**config.mk**
```make
export PLATFORM = sky130hd
export DESIGN_NAME = card_interface_ctrl
export DESIGN_NICKNAME = d
export VERILOG_FILES = /design/src/verilog/card_ctrl_pkg.sv /design/src/verilog/card_clock_if.sv /design/src/verilog/card_interface_ctrl.sv /design/src/verilog/card_clock_divider.sv
export SDC_FILE = /design/constraint.sdc
export NUM_CORES = 1
export LEC_CHECK = 0
export ABC_AREA = 1
export BUFFER_PORTS_ARGS = -buffer_cell sky130_fd_sc_hd__clkbuf_2
export CAP_MARGIN = 20
export CORE_MARGIN = 5
export CORE_UTILIZATION = 54
export DETAILED_ROUTE_END_ITERATION = 8
export PLACE_DENSITY_LB_ADDON = 0.2
export SLEW_MARGIN = 15
export SYNTH_ARGS = -nofsm -noshare
export SYNTH_HDL_FRONTEND = slang
export SYNTH_SLANG_ARGS = --single-unit
```
**constraint.sdc**
```tcl
create_clock -name hclk -period 1.9 [get_ports hclk]
set_input_delay 0.19 -clock hclk [delete_from_list [all_inputs] [get_ports hclk]]
set_output_delay 0.19 -clock hclk [all_outputs]
set_load 0.02 [all_outputs]
```
**src/verilog/card_ctrl_pkg.sv**
```systemverilog
package card_ctrl_pkg;

  // Clock and timing figures.
  localparam int CLK_PERIOD_NS = 10;
  localparam int SEQ_T_NS = 25000;           // One sequencer unit T, 64 slow oscillator periods.
  localparam int HALF_T_CYCLES = SEQ_T_NS / CLK_PERIOD_NS / 2;
  localparam int DEBOUNCE_MS = 8;
  localparam int DEBOUNCE_CYCLES = DEBOUNCE_MS * 1000000 / CLK_PERIOD_NS;
  localparam int POR_PULSE_US = 220;
  localparam int POR_PULSE_CYCLES = POR_PULSE_US * 1000 / CLK_PERIOD_NS;
  localparam int TICK_W = 11;
  localparam int DEB_W = 20;
  localparam int POR_W = 16;

  // Sequencer milestones counted in half units of T.
  localparam logic [4:0] ACT_VCC_UP_HALVES = 5'h03;
  localparam logic [4:0] ACT_DATA_HALVES = 5'h08;
  localparam logic [4:0] ACT_RESET_HALVES = 5'h0e;
  localparam logic [4:0] DEACT_CLK_HALVES = 5'h01;
  localparam logic [4:0] DEACT_DATA_HALVES = 5'h02;
  localparam logic [4:0] DEACT_VCC_HALVES = 5'h03;
  localparam logic [4:0] DEACT_DONE_HALVES = 5'h04;

  // Card supply level codes.
  localparam logic [1:0] VCC_3V = 2'h0;
  localparam logic [1:0] VCC_5V = 2'h1;
  localparam logic [1:0] VCC_1V8 = 2'h2;

  // Register map, byte addresses, and reset values.
  localparam logic [7:0] CONTROL_ADDR = 8'h00;
  localparam logic [7:0] STATUS_ADDR = 8'h04;
  localparam int CTRL_ENABLE_BIT = 0;
  localparam int CTRL_FORCE_OFF_BIT = 1;
  localparam logic [1:0] CONTROL_RESET = 2'h1;
  localparam int ST_STATE_LSB = 0;
  localparam int ST_PRESENT_BIT = 3;
  localparam int ST_FAULT_BIT = 4;
  localparam int ST_VCC_LSB = 5;
  localparam int ST_READY_BIT = 7;
  localparam int ST_STOP_BIT = 8;
  localparam int ST_PHASE_LSB = 9;

  // Sequencer states.
  typedef enum logic [2:0] {
    ST_HOLD = 3'b000,
    ST_IDLE = 3'b001,
    ST_ACTIVATE = 3'b010,
    ST_ACTIVE = 3'b011,
    ST_DEACTIVATE = 3'b100
  } seq_state_type;

endpackage

```
**src/verilog/card_clock_if.sv**
```systemverilog
`timescale 1ns/1ps
interface card_clock_if;
  logic [1:0] divide_sel;
  logic ref_level;
  logic run;
  logic card_clock;
  modport control (output divide_sel, output ref_level, output run, input card_clock);
  modport divider (input divide_sel, input ref_level, input run, output card_clock);
endinterface

```
**src/verilog/card_interface_ctrl.sv**
```systemverilog
`timescale 1ns/1ps
// Notes on behaviour
// [RULE1] Card clock is reference clock divided 1/2/4/8.
// [RULE2] Select 00=/8, 01=/4, 11=/2, 10=/1.
// [RULE3] Voltage select high gives 5V, low 3V.
// [RULE4] Low-voltage select forces 1.8V operation.
// [RULE5] Two presence inputs, active low and high.
// [RULE6] Status follows presence after 8ms debounce.
// [RULE7] Session request low starts activation.
// [RULE8] Status output is active-low, pulled up.
// [RULE9] Hold inactive until supply valid plus pulse.
// [RULE10] Supply drop runs the deactivation sequence.
// [RULE11] Low-idle variant needs external reference clock.
// [RULE12] Activation: data at 4T, clock/reset at 7T.
// [RULE13] Deactivation: reset, clock, data, supply stepwise.
// [RULE14] Stop mode when request and selects high.
// [RULE15] Host keeps voltage selects stable during session.
module card_interface_ctrl
  import card_ctrl_pkg::*;
#(
  parameter int POR_CYCLES = POR_PULSE_CYCLES,
  parameter int DEBOUNCE_TIME_CYCLES = DEBOUNCE_CYCLES
) (
  input wire logic hclk, // System clock, 100 MHz.
  input wire logic hresetn, // Asynchronous reset, active low.
  input wire logic clk_en, // Freezes all state while low.
  input wire logic hsel, // Slave select.
  input wire logic [31:0] haddr, // Byte address.
  input wire logic [1:0] htrans, // Transfer type.
  input wire logic hwrite, // Write when high.
  input wire logic [2:0] hsize, // Transfer size, word only.
  input wire logic [31:0] hwdata, // Write data.
  input wire logic hready, // Bus ready.
  output logic hreadyout, // Slave ready.
  output logic hresp, // Response, always OKAY.
  output logic [31:0] hrdata, // Read data.
  input wire logic reference_clock_input, // Reference clock level, sampled.
  input wire logic clock_divider_select_a, // Divider select, first bit.
  input wire logic clock_divider_select_b, // Divider select, second bit.
  input wire logic card_voltage_select, // High 5V, low 3V.
  input wire logic low_voltage_card_select, // High forces 1.8V.
  input wire logic session_request_n, // Session request, active low.
  input wire logic host_card_reset, // Host card reset level.
  input wire logic presence_low_n, // Card presence, active low.
  input wire logic presence_high, // Card presence, active high.
  input wire logic supply_valid, // Host supply monitor, high when valid.
  output logic card_clock, // Card clock.
  output logic card_reset, // Card reset.
  output logic card_vcc_enable, // Card supply on.
  output logic [1:0] card_vcc_level, // Card supply level code.
  output logic data_line_enable, // Card data lines enabled, else pulled low.
  output logic osc_fast, // Sequencer oscillator at high rate.
  output logic stop_mode, // Stop mode.
  output logic status_out, // Status pin drive level, always low.
  output logic status_oe // Status pin drive enable, high when asserted.
);

  generate
    if (POR_CYCLES < 1 || POR_CYCLES >= (1 << POR_W)) begin : g_bad_por
      $error("POR_CYCLES out of range");
    end
    if (DEBOUNCE_TIME_CYCLES < 1 || DEBOUNCE_TIME_CYCLES >= (1 << DEB_W)) begin : g_bad_deb
      $error("DEBOUNCE_TIME_CYCLES out of range");
    end
  endgenerate

  localparam logic [POR_W-1:0] POR_LAST = POR_W'(POR_CYCLES - 1);
  localparam logic [DEB_W-1:0] DEB_LAST = DEB_W'(DEBOUNCE_TIME_CYCLES - 1);
  localparam logic [TICK_W-1:0] TICK_LAST = TICK_W'(HALF_T_CYCLES - 1);

  typedef struct packed {
    seq_state_type state;
    logic [POR_W-1:0] por_count;
    logic ready;
    logic [DEB_W-1:0] deb_count;
    logic present;
    logic [TICK_W-1:0] tick;
    logic [4:0] phase;
    logic [1:0] vlevel;
    logic fault;
    logic clk_early;
    logic [1:0] control;
    logic bus_write;
    logic [7:0] bus_addr;
    logic [31:0] rdata;
  } ctrl_state_type;

  ctrl_state_type r_reg;
  ctrl_state_type r_next;
  card_clock_if clk_link ();

  logic raw_present;
  logic in_act;
  logic in_active;
  logic in_deact;
  logic stop_now;
  logic leave;
  logic addr_phase;

  // Word match on the low address byte, used by both read and write paths.
  function automatic logic reg_hit(input logic [7:0] addr, input logic [7:0] target);
    reg_hit = (addr[7:2] == target[7:2]);
  endfunction

  ////////////////////////////////////////////////////////////////////////////////
  // Decoded state.

  assign raw_present = !presence_low_n || presence_high; // [RULE5]
  assign in_act = (r_reg.state == ST_ACTIVATE);
  assign in_active = (r_reg.state == ST_ACTIVE);
  assign in_deact = (r_reg.state == ST_DEACTIVATE);
  assign stop_now = session_request_n && card_voltage_select && low_voltage_card_select; // [RULE14]
  assign leave = session_request_n || !supply_valid || !r_reg.present || r_reg.control[CTRL_FORCE_OFF_BIT];
  assign addr_phase = hsel && htrans[1] && hready;

  ////////////////////////////////////////////////////////////////////////////////
  // Next state.

  // Power-on hold, debounce, sequencer and register file.
  always_comb begin
    r_next = r_reg;
    // Supply monitor and internal reset pulse.
    if (!supply_valid) begin
      r_next.por_count = '0;
      r_next.ready = 1'b0; // [RULE9]
    end else if (!r_reg.ready) begin
      if (r_reg.por_count == POR_LAST) begin
        r_next.ready = 1'b1; // [RULE9]
      end else begin
        r_next.por_count = r_reg.por_count + 1'b1;
      end
    end
    // Presence debounce: a change must persist for the whole time.
    if (raw_present == r_reg.present) begin
      r_next.deb_count = '0;
    end else if (r_reg.deb_count == DEB_LAST) begin
      r_next.deb_count = '0;
      r_next.present = raw_present; // [RULE6]
    end else begin
      r_next.deb_count = r_reg.deb_count + 1'b1;
    end
    // Half-T timebase runs only inside the sequences.
    if (in_act || in_deact) begin
      if (r_reg.tick == TICK_LAST) begin
        r_next.tick = '0;
        r_next.phase = r_reg.phase + 5'h1;
      end else begin
        r_next.tick = r_reg.tick + 1'b1;
      end
    end
    if (in_act && r_reg.phase >= ACT_DATA_HALVES && !host_card_reset) begin
      r_next.clk_early = 1'b1;
    end
    case (r_reg.state)
      ST_HOLD: begin
        if (r_reg.ready) begin
          r_next.state = ST_IDLE;
        end
      end
      ST_IDLE: begin
        r_next.clk_early = 1'b0;
        if (!r_reg.ready) begin
          r_next.state = ST_HOLD; // [RULE9]
        end else if (!session_request_n && r_reg.present && r_reg.control[CTRL_ENABLE_BIT]) begin // [RULE7]
          r_next.state = ST_ACTIVATE;
          r_next.tick = '0;
          r_next.phase = 5'h0;
          r_next.fault = 1'b0;
          // Level is taken once here and held for the session. [RULE15]
          r_next.vlevel = low_voltage_card_select ? VCC_1V8 : (card_voltage_select ? VCC_5V : VCC_3V); // [RULE3] [RULE4]
        end
      end
      ST_ACTIVATE, ST_ACTIVE: begin
        if (leave) begin
          r_next.state = ST_DEACTIVATE; // [RULE10] [RULE13]
          r_next.tick = '0;
          r_next.phase = 5'h0;
          r_next.fault = !r_reg.present;
        end else if (in_act && r_reg.phase == ACT_RESET_HALVES) begin
          r_next.state = ST_ACTIVE; // [RULE12]
        end
      end
      ST_DEACTIVATE: begin
        if (r_reg.phase == DEACT_DONE_HALVES) begin
          r_next.state = ST_IDLE;
        end
      end
      default: r_next.state = ST_HOLD;
    endcase
    // Bus: address phase captured, write applied in the data phase.
    r_next.bus_write = addr_phase && hwrite;
    if (addr_phase) begin
      r_next.bus_addr = haddr[7:0];
    end
    if (r_reg.bus_write && reg_hit(r_reg.bus_addr, CONTROL_ADDR)) begin
      r_next.control = hwdata[1:0];
    end
    if (addr_phase && !hwrite) begin
      r_next.rdata = 32'h0;
      if (reg_hit(haddr[7:0], CONTROL_ADDR)) begin
        r_next.rdata[1:0] = r_reg.control;
      end else if (reg_hit(haddr[7:0], STATUS_ADDR)) begin
        r_next.rdata[ST_STATE_LSB +: 3] = r_reg.state;
        r_next.rdata[ST_PRESENT_BIT] = r_reg.present;
        r_next.rdata[ST_FAULT_BIT] = r_reg.fault;
        r_next.rdata[ST_VCC_LSB +: 2] = r_reg.vlevel;
        r_next.rdata[ST_READY_BIT] = r_reg.ready;
        r_next.rdata[ST_STOP_BIT] = stop_mode;
        r_next.rdata[ST_PHASE_LSB +: 5] = r_reg.phase;
      end
    end
  end

  ////////////////////////////////////////////////////////////////////////////////
  // State register.

  // All state advances only while the clock enable is high.
  always_ff @(posedge hclk or negedge hresetn) begin
    if (!hresetn) begin
      r_reg <= '0;
      r_reg.state <= ST_HOLD;
      r_reg.control <= CONTROL_RESET;
      r_reg.vlevel <= VCC_3V;
    end else if (clk_en) begin
      r_reg <= r_next;
    end
  end

  ////////////////////////////////////////////////////////////////////////////////
  // Card side outputs.

  // Clock runs from 7T, or from 4T once the host holds card reset low, until 0.5T into deactivation.
  assign clk_link.run = in_active || (in_act && (r_reg.phase == ACT_RESET_HALVES || r_reg.clk_early))
                        || (in_deact && r_reg.phase < DEACT_CLK_HALVES); // [RULE12] [RULE13]
  assign clk_link.divide_sel = {clock_divider_select_a, clock_divider_select_b};
  assign clk_link.ref_level = reference_clock_input;

  card_clock_divider u_divider (
    .hclk(hclk),
    .hresetn(hresetn),
    .clk_en(clk_en),
    .link(clk_link.divider)
  );

  // Contacts stay low outside a session, which also covers the power-on hold.
  assign card_clock = clk_link.card_clock; // [RULE1]
  assign card_reset = in_active && host_card_reset; // [RULE12] [RULE13]
  assign card_vcc_enable = in_act || in_active || (in_deact && r_reg.phase < DEACT_VCC_HALVES); // [RULE13]
  assign card_vcc_level = r_reg.vlevel;
  assign data_line_enable = (in_act && r_reg.phase >= ACT_DATA_HALVES) || in_active
                            || (in_deact && r_reg.phase < DEACT_DATA_HALVES); // [RULE12] [RULE13]
  assign osc_fast = in_act || in_active || in_deact; // [RULE12]
  assign stop_mode = stop_now && (r_reg.state == ST_IDLE || r_reg.state == ST_HOLD); // [RULE14]

  ////////////////////////////////////////////////////////////////////////////////
  // Host side outputs.

  // Open-drain status: pulled low for no card or a session lost to card removal.
  assign status_out = 1'b0;
  assign status_oe = !r_reg.present || r_reg.fault; // [RULE6] [RULE8]
  assign hreadyout = 1'b1;
  assign hresp = 1'b0;
  assign hrdata = r_reg.rdata;

endmodule

```
**src/verilog/card_clock_divider.sv**
```systemverilog
`timescale 1ns/1ps
module card_clock_divider (
  input wire logic hclk, // System clock.
  input wire logic hresetn, // Asynchronous reset, active low.
  input wire logic clk_en, // Freezes all state while low.
  card_clock_if.divider link // Select, reference level and run request in, card clock out.
);

  typedef struct packed {
    logic ref_prev;
    logic [2:0] count;
    logic clk;
  } div_state_type;

  div_state_type r_reg;
  div_state_type r_next;

  // Reference edges to wait between card clock toggles: 8, 4, 2 or 1, so 4, 2, 1 or half a reference period.
  function automatic logic [2:0] toggle_limit(input logic [1:0] sel);
    case (sel)
      2'b00: toggle_limit = 3'h7;
      2'b01: toggle_limit = 3'h3;
      2'b11: toggle_limit = 3'h1;
      2'b10: toggle_limit = 3'h0;
      default: toggle_limit = 3'h7;
    endcase
  endfunction

  // Toggling only on reference edges keeps every half period whole when the select changes.
  always_comb begin
    r_next = r_reg;
    r_next.ref_prev = link.ref_level;
    if (!link.run) begin
      r_next.count = 3'h0;
      r_next.clk = 1'b0;
    end else if (link.ref_level != r_reg.ref_prev) begin
      if (r_reg.count >= toggle_limit(link.divide_sel)) begin // [RULE1] [RULE2]
        r_next.count = 3'h0;
        r_next.clk = ~r_reg.clk;
      end else begin
        r_next.count = r_reg.count + 3'h1;
      end
    end
  end

  // State register.
  always_ff @(posedge hclk or negedge hresetn) begin
    if (!hresetn) begin
      r_reg <= '0;
    end else if (clk_en) begin
      r_reg <= r_next;
    end
  end

  assign link.card_clock = r_reg.clk;

endmodule

```
======== Word-level counts from Yosys, hierarchy flattened ========
Index checks and enable logic that the tools add are counted.
storage, ports and cells
  memory bits (writable) .................. 0
  memories ................................ 0
  latch bits .............................. 0
  flip-flop bits (word level) ............. 91
  bits in read-only memories .............. 0
  input bits .............................. 85
  word-level logic and storage cells ...... 148
cells by class
  shifts and indexed selects .............. 0
  magnitude comparators ................... 5
  multiplexer cells ....................... 36
  $add $sub $neg .......................... 5
  multipliers ............................. 0
  div/mod/pow operators ................... 0
  eq/ne operators ......................... 26
  bitwise operators ....................... 2
  reductions and logical operators ........ 57
operators with widths
  operator                                                                  number
  16-bit 2-to-1 mux                                                         3
  20-bit 2-to-1 mux                                                         2
  19-bit 2-to-1 mux                                                         2
  17-bit 2-to-1 mux                                                         2
  16-bit one-hot mux with 2 select lines                                    1
  3-bit 2-to-1 mux                                                          9
  3-bit one-hot mux with 4 select lines                                     2
  20-bit by 1-bit adder with 20-bit output (second input constant)          1
  20-bit equality test (second input constant)                              1
  1-bit logical AND                                                         18
  16-bit by 1-bit adder with 16-bit output (second input constant)          1
  16-bit by 15-bit equality test with 1-bit output (second input constant)  1
  2-bit != test (second input constant)                                     8
  1-bit logical OR                                                          15
  14-bit 2-to-1 mux                                                         1
  6-bit zero test                                                           2
  12-bit 2-to-1 mux                                                         1
  11-bit by 1-bit adder with 11-bit output (second input constant)          1
  11-bit equality test (second input constant)                              1
  11-bit 2-to-1 mux                                                         1
  5-bit by 2-bit < comparator with 1-bit output (second input constant)     2
  2-bit AND reduction                                                       5
  5-bit AND reduction                                                       2
  3-bit AND reduction                                                       3
  29 further kinds                                                          46

======== Depth between registers and ports, before layout ========
Gate-level depths: netlist (run 1).
  depth after elaboration ................. 10
  depth in mapped cells ................... 10
  mapped depth without buffers ............ 10

======== Modules after synthesis ========
Synthesis (run 1) repeated with hierarchy kept, for this count alone.
second synthesis, totals
  cell total of the unflattened synthesis .. 756
  area, all modules ....................... 5650.4 um^2
modules (own cells, without submodules)
  module               times used  seq. area each (um^2)  area each (um^2)  cells each
  card_interface_ctrl  1           2103.3                 5281.3            709
  card_clock_divider   1           125.1                  369.1             47

======== Least setup slack after synthesis (run 1) ========
No wires, ideal clock.
  path kind ............................... register to register
  start ................................... reg r_reg[64] (netlist name)
  end ..................................... reg r_reg[73] (netlist name)
  arrival ................................. 1.391 ns
  clock period less this slack ............ 1.474 ns
  library setup time ...................... 0.083 ns
  data required time ...................... 1.817 ns
  slack ................................... 0.426 ns
  stages on the path, launching flop included .. 10
  path buffers ............................ 1
  path through ............................ dfrtp_1 > ha_1 > nand2_1 > nor2_2 > nand2_2 > nor2_1 > nor2_1 > buf_2 > nand3_1 > o21ai_0
between the ends
  longest elaborated chain between the ends .. 3
  elaborated cells on any way between the ends .. 4
  those cells by class .................... 1 x add/sub; 1 x eq/ne; 2 x mux
RTL lines
  what                                                                              RTL line                                                source
  start, declared                                                                   card_interface_ctrl.sv:88                               ctrl_state_type r_reg;
  start signal, assigned                                                            card_interface_ctrl.sv:225                              r_reg <= r_next;
  20-bit by 1-bit adder with 20-bit output or 20-bit equality test (tied branches)  card_interface_ctrl.sv:140, card_interface_ctrl.sv:136
  20-bit 2-to-1 mux *                                                               card_interface_ctrl.sv:136                              end else if (r_reg.deb_count == DEB_LAST) begin
  20-bit 2-to-1 mux *                                                               card_interface_ctrl.sv:134                              if (raw_present == r_reg.present) begin
Every way passes the cells marked *; elsewhere a longest branch is shown, timed or not.
A chain may end at the register's enable or synchronous reset.

======== Worst setup path after layout (run 1) ========
  start ................................... reg r_reg[101] (netlist name)
  end ..................................... out data_line_enable
between the ends
  longest elaborated chain between the ends .. 4
  elaborated cells on any way between the ends .. 7
  those cells by class .................... 3 x eq/ne; 4 x reduce/logical
RTL lines
  what                                            RTL line                    source
  3-bit by 2-bit equality test with 1-bit output  card_interface_ctrl.sv:109  assign in_act = (r_reg.state == ST_ACTIVATE);
  1-bit logical AND                               card_interface_ctrl.sv:250  assign data_line_enable = (in_act && r_reg.phase >= ACT_DATA_HALVES) || in_active
  1-bit logical OR                                card_interface_ctrl.sv:250
  1-bit logical OR *                              card_interface_ctrl.sv:251  || (in_deact && r_reg.phase < DEACT_DATA_HALVES);
  end, declared                                   card_interface_ctrl.sv:51   output logic data_line_enable,
Marks and branches as above.

==> results of run 1 <==
cell usage in the layout, fill, tap and decap left out, types with 2 or more instances in the layout:
cell type	instances
inv_2	6
nor4_1	4
nor2_1	61
ha_1	11
a21oi_1	11
xnor2_1	2
o21bai_1	2
clkbuf_1	3
buf_4	11
nor2_2	8
nand3_1	52
a22oi_1	2
nand3_2	5
or2_1	2
o21ai_1	6
xor2_1	11
nand2_1	177
a31oi_1	2
nor3_1	14
o22ai_1	7
nand2_2	6
conb_1	21
nand3b_1	2
a22o_1	2
nand2_4	2
dfrtp_1	87
mux2_2	5
clkbuf_8	10
a21o_1	2
o21ai_0	60
nor2_4	6
clkbuf_2	46
inv_1	78
nand4_1	23
stage by stage:
stage / utilization, % / setup WS, ps / hold WS [ps] / instance area, um^2
detailed placement: 57.7 / -14.2 / 108 / 5640
global placement: 57.7 / 66.8 / 102 / 5640
CTS: 59.8 / 105 / 22.3 / 5840
finish: 59.9 / 123 / 41.7 / 5860
global route: 59.9 / 4.39 / 35.2 / 5860
floorplan: - / 426 / -106 / 5490
final timing paths:
check | to | slack (ps) | cells after the start
max in group asynchronous | u_divider.r_reg[1] | 1060 | 3
min in group asynchronous | r_reg[90] | 240 | 2
max reg2reg | r_reg[95] | 160 | 10
max | data_line_enable | 120 | 6
min | u_divider.r_reg[4] | 40 | 3
min reg2reg | hrdata[10] | 490 | 2
cell type report:
class,instances,area share (%)
multi-input cells,514,44.6
flip-flops and latches,89,38.1
repair buffers,59,5.85
inverters,84,5.38
well taps,133,2.84
clock buffers,13,2.54
clock inverters,3,0.726
worst max-delay path: cells and delay by family (launching register included):
family                 cells  cell delay (ps)
buffers and inverters      2              290
flip-flops                 1              490
AND/OR/NAND/NOR            4              440
power groups by stage:
stage	combinational, uW	sequential (uW)	clock, uW
3_5_place_dp	1290	2360	0
5_1_grt	1490	2360	1430
2_1_floorplan	1020	2290	0
6_report	1300	2320	1300
4_1_cts	1300	2320	1350
3_3_place_gp	1260	2350	0
cell families (layout without fill, tap and decap cells):
group | Yosys count | after routing
XOR/XNOR | 13 | 13
AND/OR/NAND/NOR | 366 | 366
other | 2 | 21
multiplexers | 5 | 5
adder cells (fa/ha/maj) | 11 | 11
AO/OA/AOI/OAI | 98 | 98
buffers and inverters | 135 | 159
flip-flops | 89 | 89
layer usage:
metal / vias to the layer above / track usage, %
li1: 2355 / -
met1: 2172 / 26.8
met2: 118 / 34.1
met3: 15 / 5.53
met4: 0 / 6.60
met5: - / 0
repair_timing:
item / 4_1_cts / 5_1_grt
endpoints found under the setup margin: 3 / 3
hold buffers: 1 / 0
hold endpoints to repair: 30 / 0
setup buffers: 0 / 1
gates resized for setup: 1 / 2
==> metrics.md, run 1 <==
| Metric | Value |
|---|---|
| Startpoint Class | `flip-flop` |
| Crit Path Max Fanout | `9` |
| Comb pwr share | `26.4%` |
| Initial antenna violation count | `0` |
| Dominant cell type by area after synthesis | `dfrtp_1` |
| Outcome | `complete, no violations` |
| Syn avg cell area | `7.54 um^2` |
| Worst Skew | `15.4 ps` |
| Hold Crit Class | `primary input to flip-flop` |
| Psw | `1750 uW` |
| Fin Setup TNS | `0 ps` |
| Clk buf depth | `2` |
| Post-Synthesis Cells | `719` |
| M1 WL | `5260 um` |
| Leak | `0.00279 uW` |
| DRC errors left | `0` |
| Seq/Total Area, Yosys | `41.1%` |
| WL/cell | `13.0 um` |
| Post-Route WL | `11600 um` |
| Fillers | `926` |
| Hold Startpoint | `reference_clock_input` |
| R2R Path Start | `r_reg[85]` |
| Synth top area share | `40.6%` |
| Met2 WL post-DR | `5430 um` |
| First-pass GRT wire length | `20100 um` |
| Main flop type after synthesis | `dfrtp_1` |
| Die area | `12100 um^2` |
| Final slew viol count | `0` |
| Unrepaired setup endpoints after global routing | `false` |
| Routed Antenna Nets | `0` |
| CP max-delay cell | `dfrtp_1` |
| Simple-gate portion of the synthesized area | `30.9%` |
| Synth Warn # | `0` |
| Placer Congestion | `0.908` |
| Clock buffer count from CTS | `9` |
| Final setup fails | `0` |
| Sw Ratio | `35.5%` |
| CTS clk-pin slew, worst paths | `90 ps` |
| # diodes | `0` |
| Post-synthesis mux area share | `1.04%` |
| Placed Cells | `877` |
| Worst Setup End Kind | `primary output` |
| Initial drt markers | `243` |
| Max-Cap Viols | `0` |
| Clk_lat worst skew | `380 ps` |
| WS Path Type | `flip-flop to primary output` |
| Synth area leaders | `dfrtp_1, nand2_1, o21ai_0` |
| Final std cells w/o fill | `895` |
| WP data required | `1710 ps` |
| Crit path time final | `1780 ps` |
| Worst-margin pin slew | `534 ps` |
| Final Power | `4930 uW` |
| Slowest cell delay on critical path | `490 ps` |
| Pwr Density | `841 nW/um^2` |
| Clk sinks | `89` |
| Final period utilization | `93.5%` |
| CTS tree | `done` |
| Fin. Hold Viols | `0` |
| Clock Tree Root | `clkbuf_8` |
| Drt pass-1 iters | `5` |
| Overflow after GRT | `0` |
| Int Power | `3180 uW` |
| Share of layout cells above drive strength 1 | `15.4%` |
| Max FFs per register | `68` |
| Boundary Pins | `129` |
| Xor and xnor area share after synthesis | `2.10%` |
| Overall Global Routing Usage | `20.8%` |
| Worst path most repeated cell | `nor2_1` |
| Rows | `36` |
| Slew headroom | `64.4%` |
| Reg area | `2230 um^2` |
| Achievable frequency | `0.563 GHz` |
| Largest net degree at the start of global routing | `34` |
| Part of the power in the clock network | `26.4%` |
| Synth Area in Adders | `2.54%` |
| Die Wd | `110 um` |
| Number of flops mapped to enable cells by yosys | `0` |
| Complex-gate fraction of the synthesized area | `10.0%` |
| Worst path arrival time | `1590 ps` |
| Total core area | `9770 um^2` |
| Routed length on met3 | `730 um` |
| Largest family of logic cells by synthesized area | `simple AND/OR/NAND/NOR gates` |
| Fraction of registers with async set/reset | `100%` |
| Top layer in use | `met4` |
| Die Ht | `110 um` |
| Worst setup path startpoint | `r_reg[101]` |
| Buffers on Ports | `47` |
| Vias in the first global route | `4468` |
| Nets@finish | `853` |
| Netlist Area Pre-Place | `5420 um^2` |
| Via count | `4660` |
| Synth top cells by count | `nand2_1, dfrtp_1, inv_1, nor2_1, o21ai_0` |
| Sequential fraction of design power | `47.2%` |
| Starting Density | `55.5%` |
| Post-DP HPWL | `8570 um` |
| Syn-to-layout area delta | `8.08%` |
| Worst-path cell chain | `inv_1 > nand3_2 > nor2_1 > nor2_1 > nand2_1 > clkbuf_2` |
| H-tree levels | `3` |
| Cell variety after synth | `43` |
| Vias per cell | `5.21` |
| Multi-input gate area | `2610 um^2` |
| Peak supply drop | `0.431 mV` |
| Register bit total from synthesis | `89` |
| Top-count cell post-synth | `nand2_1` |
Note: power is estimated with default switching activity, not from simulation.
==> inputs of run 2 (changes only) <==
Settings changed: ABC_AREA 1 to default.
Clock period 1.9 ns to 1.89 ns, I/O delays scaled along.
==> run 2 against run 1 <==
Compared with the run above: sequential power fell by 12%; global-route usage fell by 1.3 points; count of clock-buffer cells in the layout fell by 1; utilization rose by 3.0 points; non-clock buffer count rose by 25; total power fell by 25%; hold slack improved by 36 ps; register-to-register slack got worse by 80 ps; clock power barely moved; sequential cell count did not move; final cell count fell by 18%.
==> metrics.md, run 2 <==
| Metric | Value |
|---|---|
| Startpoint Class | `flip-flop` |
| Psw | `912 uW (-48%)` |
| H-tree levels | `3 (unchanged)` |
| Via count | `4105 (-12%)` |
| Clk sinks | `89 (unchanged)` |
| Hold Crit Class | `primary input to flip-flop` |
| R2R Path Start | `r_reg[65]` |
| Number of flops mapped to enable cells by yosys | `0 (unchanged)` |
| WS Path Type | `flip-flop to primary output` |
| Final setup fails | `0 (unchanged)` |
| Fin Setup TNS | `0 ps (unchanged)` |
| Unrepaired setup endpoints after global routing | `true` |
| Rows | `35 (-2.8%)` |
| Fin. Hold Viols | `0 (unchanged)` |
| Hold Startpoint | `hwdata[1]` |
| Die area | `11700 um^2 (-3.4%)` |
| Sw Ratio | `24.6% (-11 points)` |
| Vias per cell | `5.62 (+7.9%)` |
| WP data required | `1700 ps (about the same)` |
| DP Worst Slack | `32.9 ps (+47.1 ps)` |
| Die Ht | `108 um (-1.7%)` |
| Main flop type after synthesis | `dfrtp_1` |
| Clk buf depth | `2 (unchanged)` |
| Largest net degree at the start of global routing | `41 (+21%)` |
| Nets@finish | `694 (-19%)` |
| Total core area | `9330 um^2 (-4.6%)` |
| Clock Tree Root | `clkbuf_8` |
| CTS clk-pin slew, worst paths | `80 ps (about the same)` |
| Overall Global Routing Usage | `19.5% (-1.3 points)` |
| Drt pass-1 iters | `4 (-1)` |
| Synth area leaders | `dfrtp_1, buf_4, mux2_2` |
| Vias in the first global route | `3989 (-11%)` |
| CTS tree | `done` |
| Netlist Area Pre-Place | `5220 um^2 (-3.8%)` |
| Final period utilization | `96.3%` |
| Top-count cell post-synth | `dfrtp_1` |
| Synth top area share | `42.2% (+1.6 points)` |
| Pwr Density | `633 nW/um^2 (-25%)` |
| Clock buffer count from CTS | `9 (unchanged)` |
| Share of layout cells above drive strength 1 | `24.3% (+8.9 points)` |
| Smallest hold slack | `77.5 ps (+35.7 ps)` |
| Top layer in use | `met4` |
| Most frequent cells in the layout | `dfrtp_1, clkbuf_2, nand2_1` |
| Initial drt markers | `187 (-23%)` |
| Overflow after GRT | `0 (unchanged)` |
| Post-DP HPWL | `8180 um (-4.5%)` |
| Buffers on Ports | `47 (unchanged)` |
| Leak | `0.00280 uW (+0.42%)` |
| Comb pwr share | `10.1% (-16 points)` |
| Worst setup path startpoint | `r_reg[50]` |
| Part of the power in the clock network | `35.0% (+8.6 points)` |
| Synth Warn # | `0 (unchanged)` |
| Int Power | `2800 uW (-12%)` |
| Post-route setup slack | `70.2 ps (-52.5 ps)` |
| Syn-to-layout area delta | `12.6%` |
| Dominant cell type by area after synthesis | `dfrtp_1` |
| Routed length on met3 | `464 um (-36%)` |
| DRC errors left | `0 (unchanged)` |
| Cell variety after synth | `65 (+51%)` |
| Crit path time final | `1820 ps` |
| Outcome | `complete, no violations` |
| Post-Synthesis Cells | `542 (-25%)` |
| Seq/Total Area, Yosys | `42.7% (+1.6 points)` |
| Worst path arrival time | `1630 ps (+40 ps)` |
| Crit Path Max Fanout | `5 (-4)` |
| WL/cell | `14.9 um (+15%)` |
| Fraction of registers with async set/reset | `100% (unchanged)` |
| M1 WL | `4880 um (-7.2%)` |
| Final slew viol count | `0 (unchanged)` |
| Achievable frequency | `0.550 GHz` |
| Placer Congestion | `0.856 (-5.7%)` |
| Most common cell after layout, fill and taps aside | `dfrtp_1` |
| Peak supply drop | `0.397 mV (-7.9%)` |
| Die Wd | `108 um (-1.7%)` |
| Synth top cells by count | `dfrtp_1, buf_4, nand2_1, nor2_1, o21ai_0` |
| Max-Cap Viols | `0 (unchanged)` |
| Boundary Pins | `129 (unchanged)` |
| Starting Density | `55.9% (+0.47 points)` |
| Register bit total from synthesis | `89 (unchanged)` |
| Sequential fraction of design power | `54.8% (+7.6 points)` |
| Syn avg cell area | `9.62 um^2 (+28%)` |
| # diodes | `0 (unchanged)` |
| Worst Skew | `8.23 ps (-7.16 ps)` |
| Clk_lat worst skew | `350 ps (-30 ps)` |
| First-pass GRT wire length | `18400 um (-8.1%)` |
| Met2 WL post-DR | `5420 um (about the same)` |
| Routed Antenna Nets | `0 (unchanged)` |
| Worst Setup End Kind | `primary output` |
| Max FFs per register | `68 (unchanged)` |
| Initial antenna violation count | `0 (unchanged)` |
| Post-Route WL | `10900 um (-6.0%)` |
==> run 2: cell types whose count changed after synthesis, moves of 9 or more <==
cell,change
inv_1,-61
o21ai_0,-29
a22o_1,+15
a21o_1,+16
nand4_1,-9
mux2i_1,+9
or3_1,+10
nor2_1,-27
nand2_1,-138
mux2_2,+10
nor4_1,+10
and3_1,+10
nand3_1,-35
==> run 2: stage by stage <==
stage                     cells  instance area, um^2  total power, uW  utilization (%)
after floorplan             561                 5290             2310                -
after global placement      714                 5590             2430             59.9
after detailed placement    714                 5590             2440             59.9
after CTS                   730                 5800             3750             62.1
after global routing        731                 5870             3900             63.0
final                       731                 5870             3720             63.0
==> run 2: routing by layer <==
metal | track usage (%) | vias to the layer above
li1 | - | 2018
met1 | 24.3 | 1995
met2 | 34.0 | 83
met3 | 4.36 | 9
met4 | 5.41 | 0
met5 | 0 | -
==> run 2: repair_timing <==
item                       in CTS  in global routing
setup endpoints to repair       2                 21
pin swaps                       0                  6
hold endpoints to repair       28                  0
gates resized for setup         2                 24
buffers inserted                0                  1
hold buffers                    1                  0
==> run 2: worst max-delay path: stages (launching register included) <==
cell and delay (ps):
dfrtp_1 380, buf_4 160, nor2_2 120, buf_4 130
o2111ai_1 130, o21ai_1 160, clkbuf_4 190
==> run 2: logic make-up after synthesis <==
kind of cell             share of synthesized area, %
AND/OR/NAND/NOR                                  23.7
AO/OA/AOI/OAI                                    14.3
buffers and inverters                            8.73
XOR/XNOR                                         2.83
multiplexers                                     4.97
other                                           0.144
adder cells (fa/ha/maj)                          2.64
flip-flops                                       42.7
==> run 2: power by group through the flow <==
stage / registers [uW] / logic, uW / clock network, uW
after floorplan: 2060 / 257 / 0
after global placement: 2070 / 360 / 0
after detailed placement: 2070 / 372 / 0
after CTS: 2040 / 375 / 1340
after global routing: 2050 / 423 / 1430
final: 2040 / 377 / 1300
==> run 2: cell type report <==
type | count | area [um^2]
clock buffers | 12 | 155
clock inverters | 3 | 40.0
fillers | 789 | 3450
inverters | 18 | 67.6
multi-input cells | 396 | 2670
flip-flops and latches | 89 | 2230
well taps | 129 | 161
repair buffers | 84 | 546
==> run 2: final timing paths <==
path / end / slack [ps] / cells past startpoint
max: card_vcc_enable / 70 / 6
min: r_reg[42] / 80 / 2
max reg2reg: r_reg[73] / 80 / 7
min reg2reg: hrdata[1] / 490 / 2
max in group asynchronous: r_reg[54] / 960 / 3
min in group asynchronous: hrdata[4] / 310 / 2
==> inputs of run 3 (changes only) <==
Settings changed: CORE_MARGIN 5 to 2.
==> run 3 against run 2 <==
Compared with the run above: via count up 2.5%; wire length up 1.1%; sequential cell count unchanged; clock skew up 5.4 ps; register-to-register slack about the same; worst setup slack better by 17 ps; highest routed layer unchanged; first-iteration DRC count up 48%; non-clock buffer count up 12; sequential share of layout area down 0.74 points; count of clock-buffer cells in the layout down 3; critical path depth up 1.
==> metrics.md, run 3 (synthesis gave the netlist of run 2 again) <==
| Metric | Value |
|---|---|
| Die area | `10500 um^2 (-11%)` |
| Boundary Pins | `129 (unchanged)` |
| Final Power | `3820 uW (+2.8%)` |
| Peak supply drop | `0.432 mV (+8.7%)` |
| Total core area | `9330 um^2 (unchanged)` |
| Vias in the first global route | `3955 (-0.85%)` |
| Overall Global Routing Usage | `22.3% (+2.8 points)` |
| Rows | `35 (unchanged)` |
| Placer Congestion | `0.887 (+3.6%)` |
| Final period utilization | `95.4% (-0.92 points)` |
| Nets@finish | `706 (+1.7%)` |
| Overflow after GRT | `0 (unchanged)` |
| H-tree levels | `3 (unchanged)` |
| Fin. Hold Viols | `0 (unchanged)` |
| WL/cell | `14.8 um (-0.66%)` |
| Final slew viol count | `0 (unchanged)` |
| DRC errors left | `0 (unchanged)` |
| Initial drt markers | `277 (+48%)` |
| R2R setup slack | `90 ps (about the same)` |
| CTS tree | `done` |
| CTS clk-pin slew, worst paths | `100 ps (+20 ps)` |
| Crit path time final | `1800 ps (-17.5 ps)` |
| Most frequent cells in the layout | `dfrtp_1, clkbuf_2, buf_4` |
| Routed Antenna Nets | `0 (unchanged)` |
| Hold Crit Class | `primary input to flip-flop` |
| Max FFs per register | `68 (unchanged)` |
| Final setup fails | `0 (unchanged)` |
| Vias per cell | `5.66 (+0.72%)` |
| Achievable frequency | `0.555 GHz (+0.97%)` |
| Worst Skew | `13.6 ps (+5.39 ps)` |
| Clock buffer count from CTS | `9 (unchanged)` |
| Worst path arrival time | `2050 ps (+420 ps)` |
| Outcome | `complete, no violations` |
| Largest net degree at the start of global routing | `39 (-4.9%)` |
| Clk sinks | `89 (unchanged)` |
| Crit Path Max Fanout | `6 (+1)` |
| Post-Route WL | `11000 um (+1.1%)` |
| Post-DP HPWL | `8110 um (-0.93%)` |
| Starting Density | `55.9% (unchanged)` |
| Startpoint Class | `flip-flop` |
| Buffers on Ports | `47 (unchanged)` |
| Max-Cap Viols | `0 (unchanged)` |
| Via count | `4208 (+2.5%)` |
| Clk_lat worst skew | `360 ps (about the same)` |
| Worst Setup End Kind | `flip-flop` |
| Leak | `0.00286 uW (+1.8%)` |
| Die Ht | `102 um (-5.5%)` |
| First-pass GRT wire length | `18500 um (+0.27%)` |
| Syn-to-layout area delta | `14.9%` |
| Final design utilization | `64.3% (+1.3 points)` |
| Fin Setup TNS | `0 ps (unchanged)` |
| Clock Tree Root | `clkbuf_8` |
| Pwr Density | `637 nW/um^2 (+0.68%)` |
| Share of layout cells above drive strength 1 | `27.2% (+2.9 points)` |
| WS Path Type | `flip-flop to flip-flop` |
| WP data required | `2140 ps (+440 ps)` |
| Fillers | `766 (-2.9%)` |
| Die Wd | `102 um (-5.5%)` |
| Most common cell after layout, fill and taps aside | `dfrtp_1` |
| Drt pass-1 iters | `5 (+1)` |
| # diodes | `0 (unchanged)` |
| Clk buf depth | `2 (unchanged)` |
| Initial antenna violation count | `0 (unchanged)` |
==> run 3: changes by cell type in the layout (fill, tap and decap cells not counted), sizes merged <==
cell	delta
clkinv	-2
clkbuf	-3
inv	+4
clkinvlp	+2
buf	+12
==> run 3: path summary, 6_finish.rpt <==
check                           depth (start not counted)         end      start
min in group asynchronous                               2  hrdata[12]    hresetn
worst max register to register                          7   r_reg[66]  r_reg[64]
worst min register to register                          2   hrdata[0]  hrdata[0]
worst min-delay path                                    2   r_reg[38]   haddr[6]
max in group asynchronous                               3   r_reg[63]    hresetn
worst max-delay path                                    7   r_reg[66]  r_reg[64]
==> run 3: through the flow <==
| step | worst slack, ps | hold WS (ps) | instance area [um^2] | std cells |
|---|---|---|---|---|
| 3_5_place_dp | 49.8 | 164 | 5610 | 719 |
| 5_1_grt | -10.3 | 42.2 | 6000 | 744 |
| 6_report | 87.6 | 62.6 | 6000 | 744 |
| 3_3_place_gp | 71.7 | 153 | 5610 | 719 |
| 2_1_floorplan | 75.4 | -107 | 5290 | 561 |
| 4_1_cts | 27.4 | 49.5 | 5830 | 736 |
==> run 3: worst max-delay path, cell delays in order (launching register included) <==
cell     delay [ps]
dfrtp_1         370
ha_2            190
nand3_2          80
or3_4           390
o21ai_4         220
buf_2           220
nor3b_1          70
a21o_1          150
==> run 3: power by group <==
| part | internal, uW | total [uW] | switching [uW] |
|---|---|---|---|
| logic | 173 | 413 | 240 |
| clock network | 639 | 1380 | 740 |
| registers | 1970 | 2030 | 51.7 |
==> run 3: routing by layer <==
| metal | vias to the layer above | part of all wire, % | track usage (%) |
|---|---|---|---|
| met4 | 0 | 1.4 | 6.46 |
| li1 | 2042 | - | - |
| met1 | 2052 | 46 | 28.7 |
| met3 | 15 | 3.5 | 4.79 |
| met2 | 99 | 49 | 38.1 |
| met5 | - | 0 | 0 |
==> run 3: area by class of cell <==
class                      instances  area [um^2]  share of cell area [%]
timing repair buffer              96          623                    10.4
inverter                          18         67.6                    1.13
multi-input combinational        396         2700                    45.0
sequential                        89         2240                    37.3
clock inverter                     7         85.1                    1.42
clock buffer                       9          124                    2.07
tap                              129          161                    2.69
==> run 3: timing repair <==
item	CTS	global route
endpoints found under the setup margin	0	28
setup buffers	0	6
hold buffers	1	0
hold endpoints to repair	29	0
resized for setup	0	30
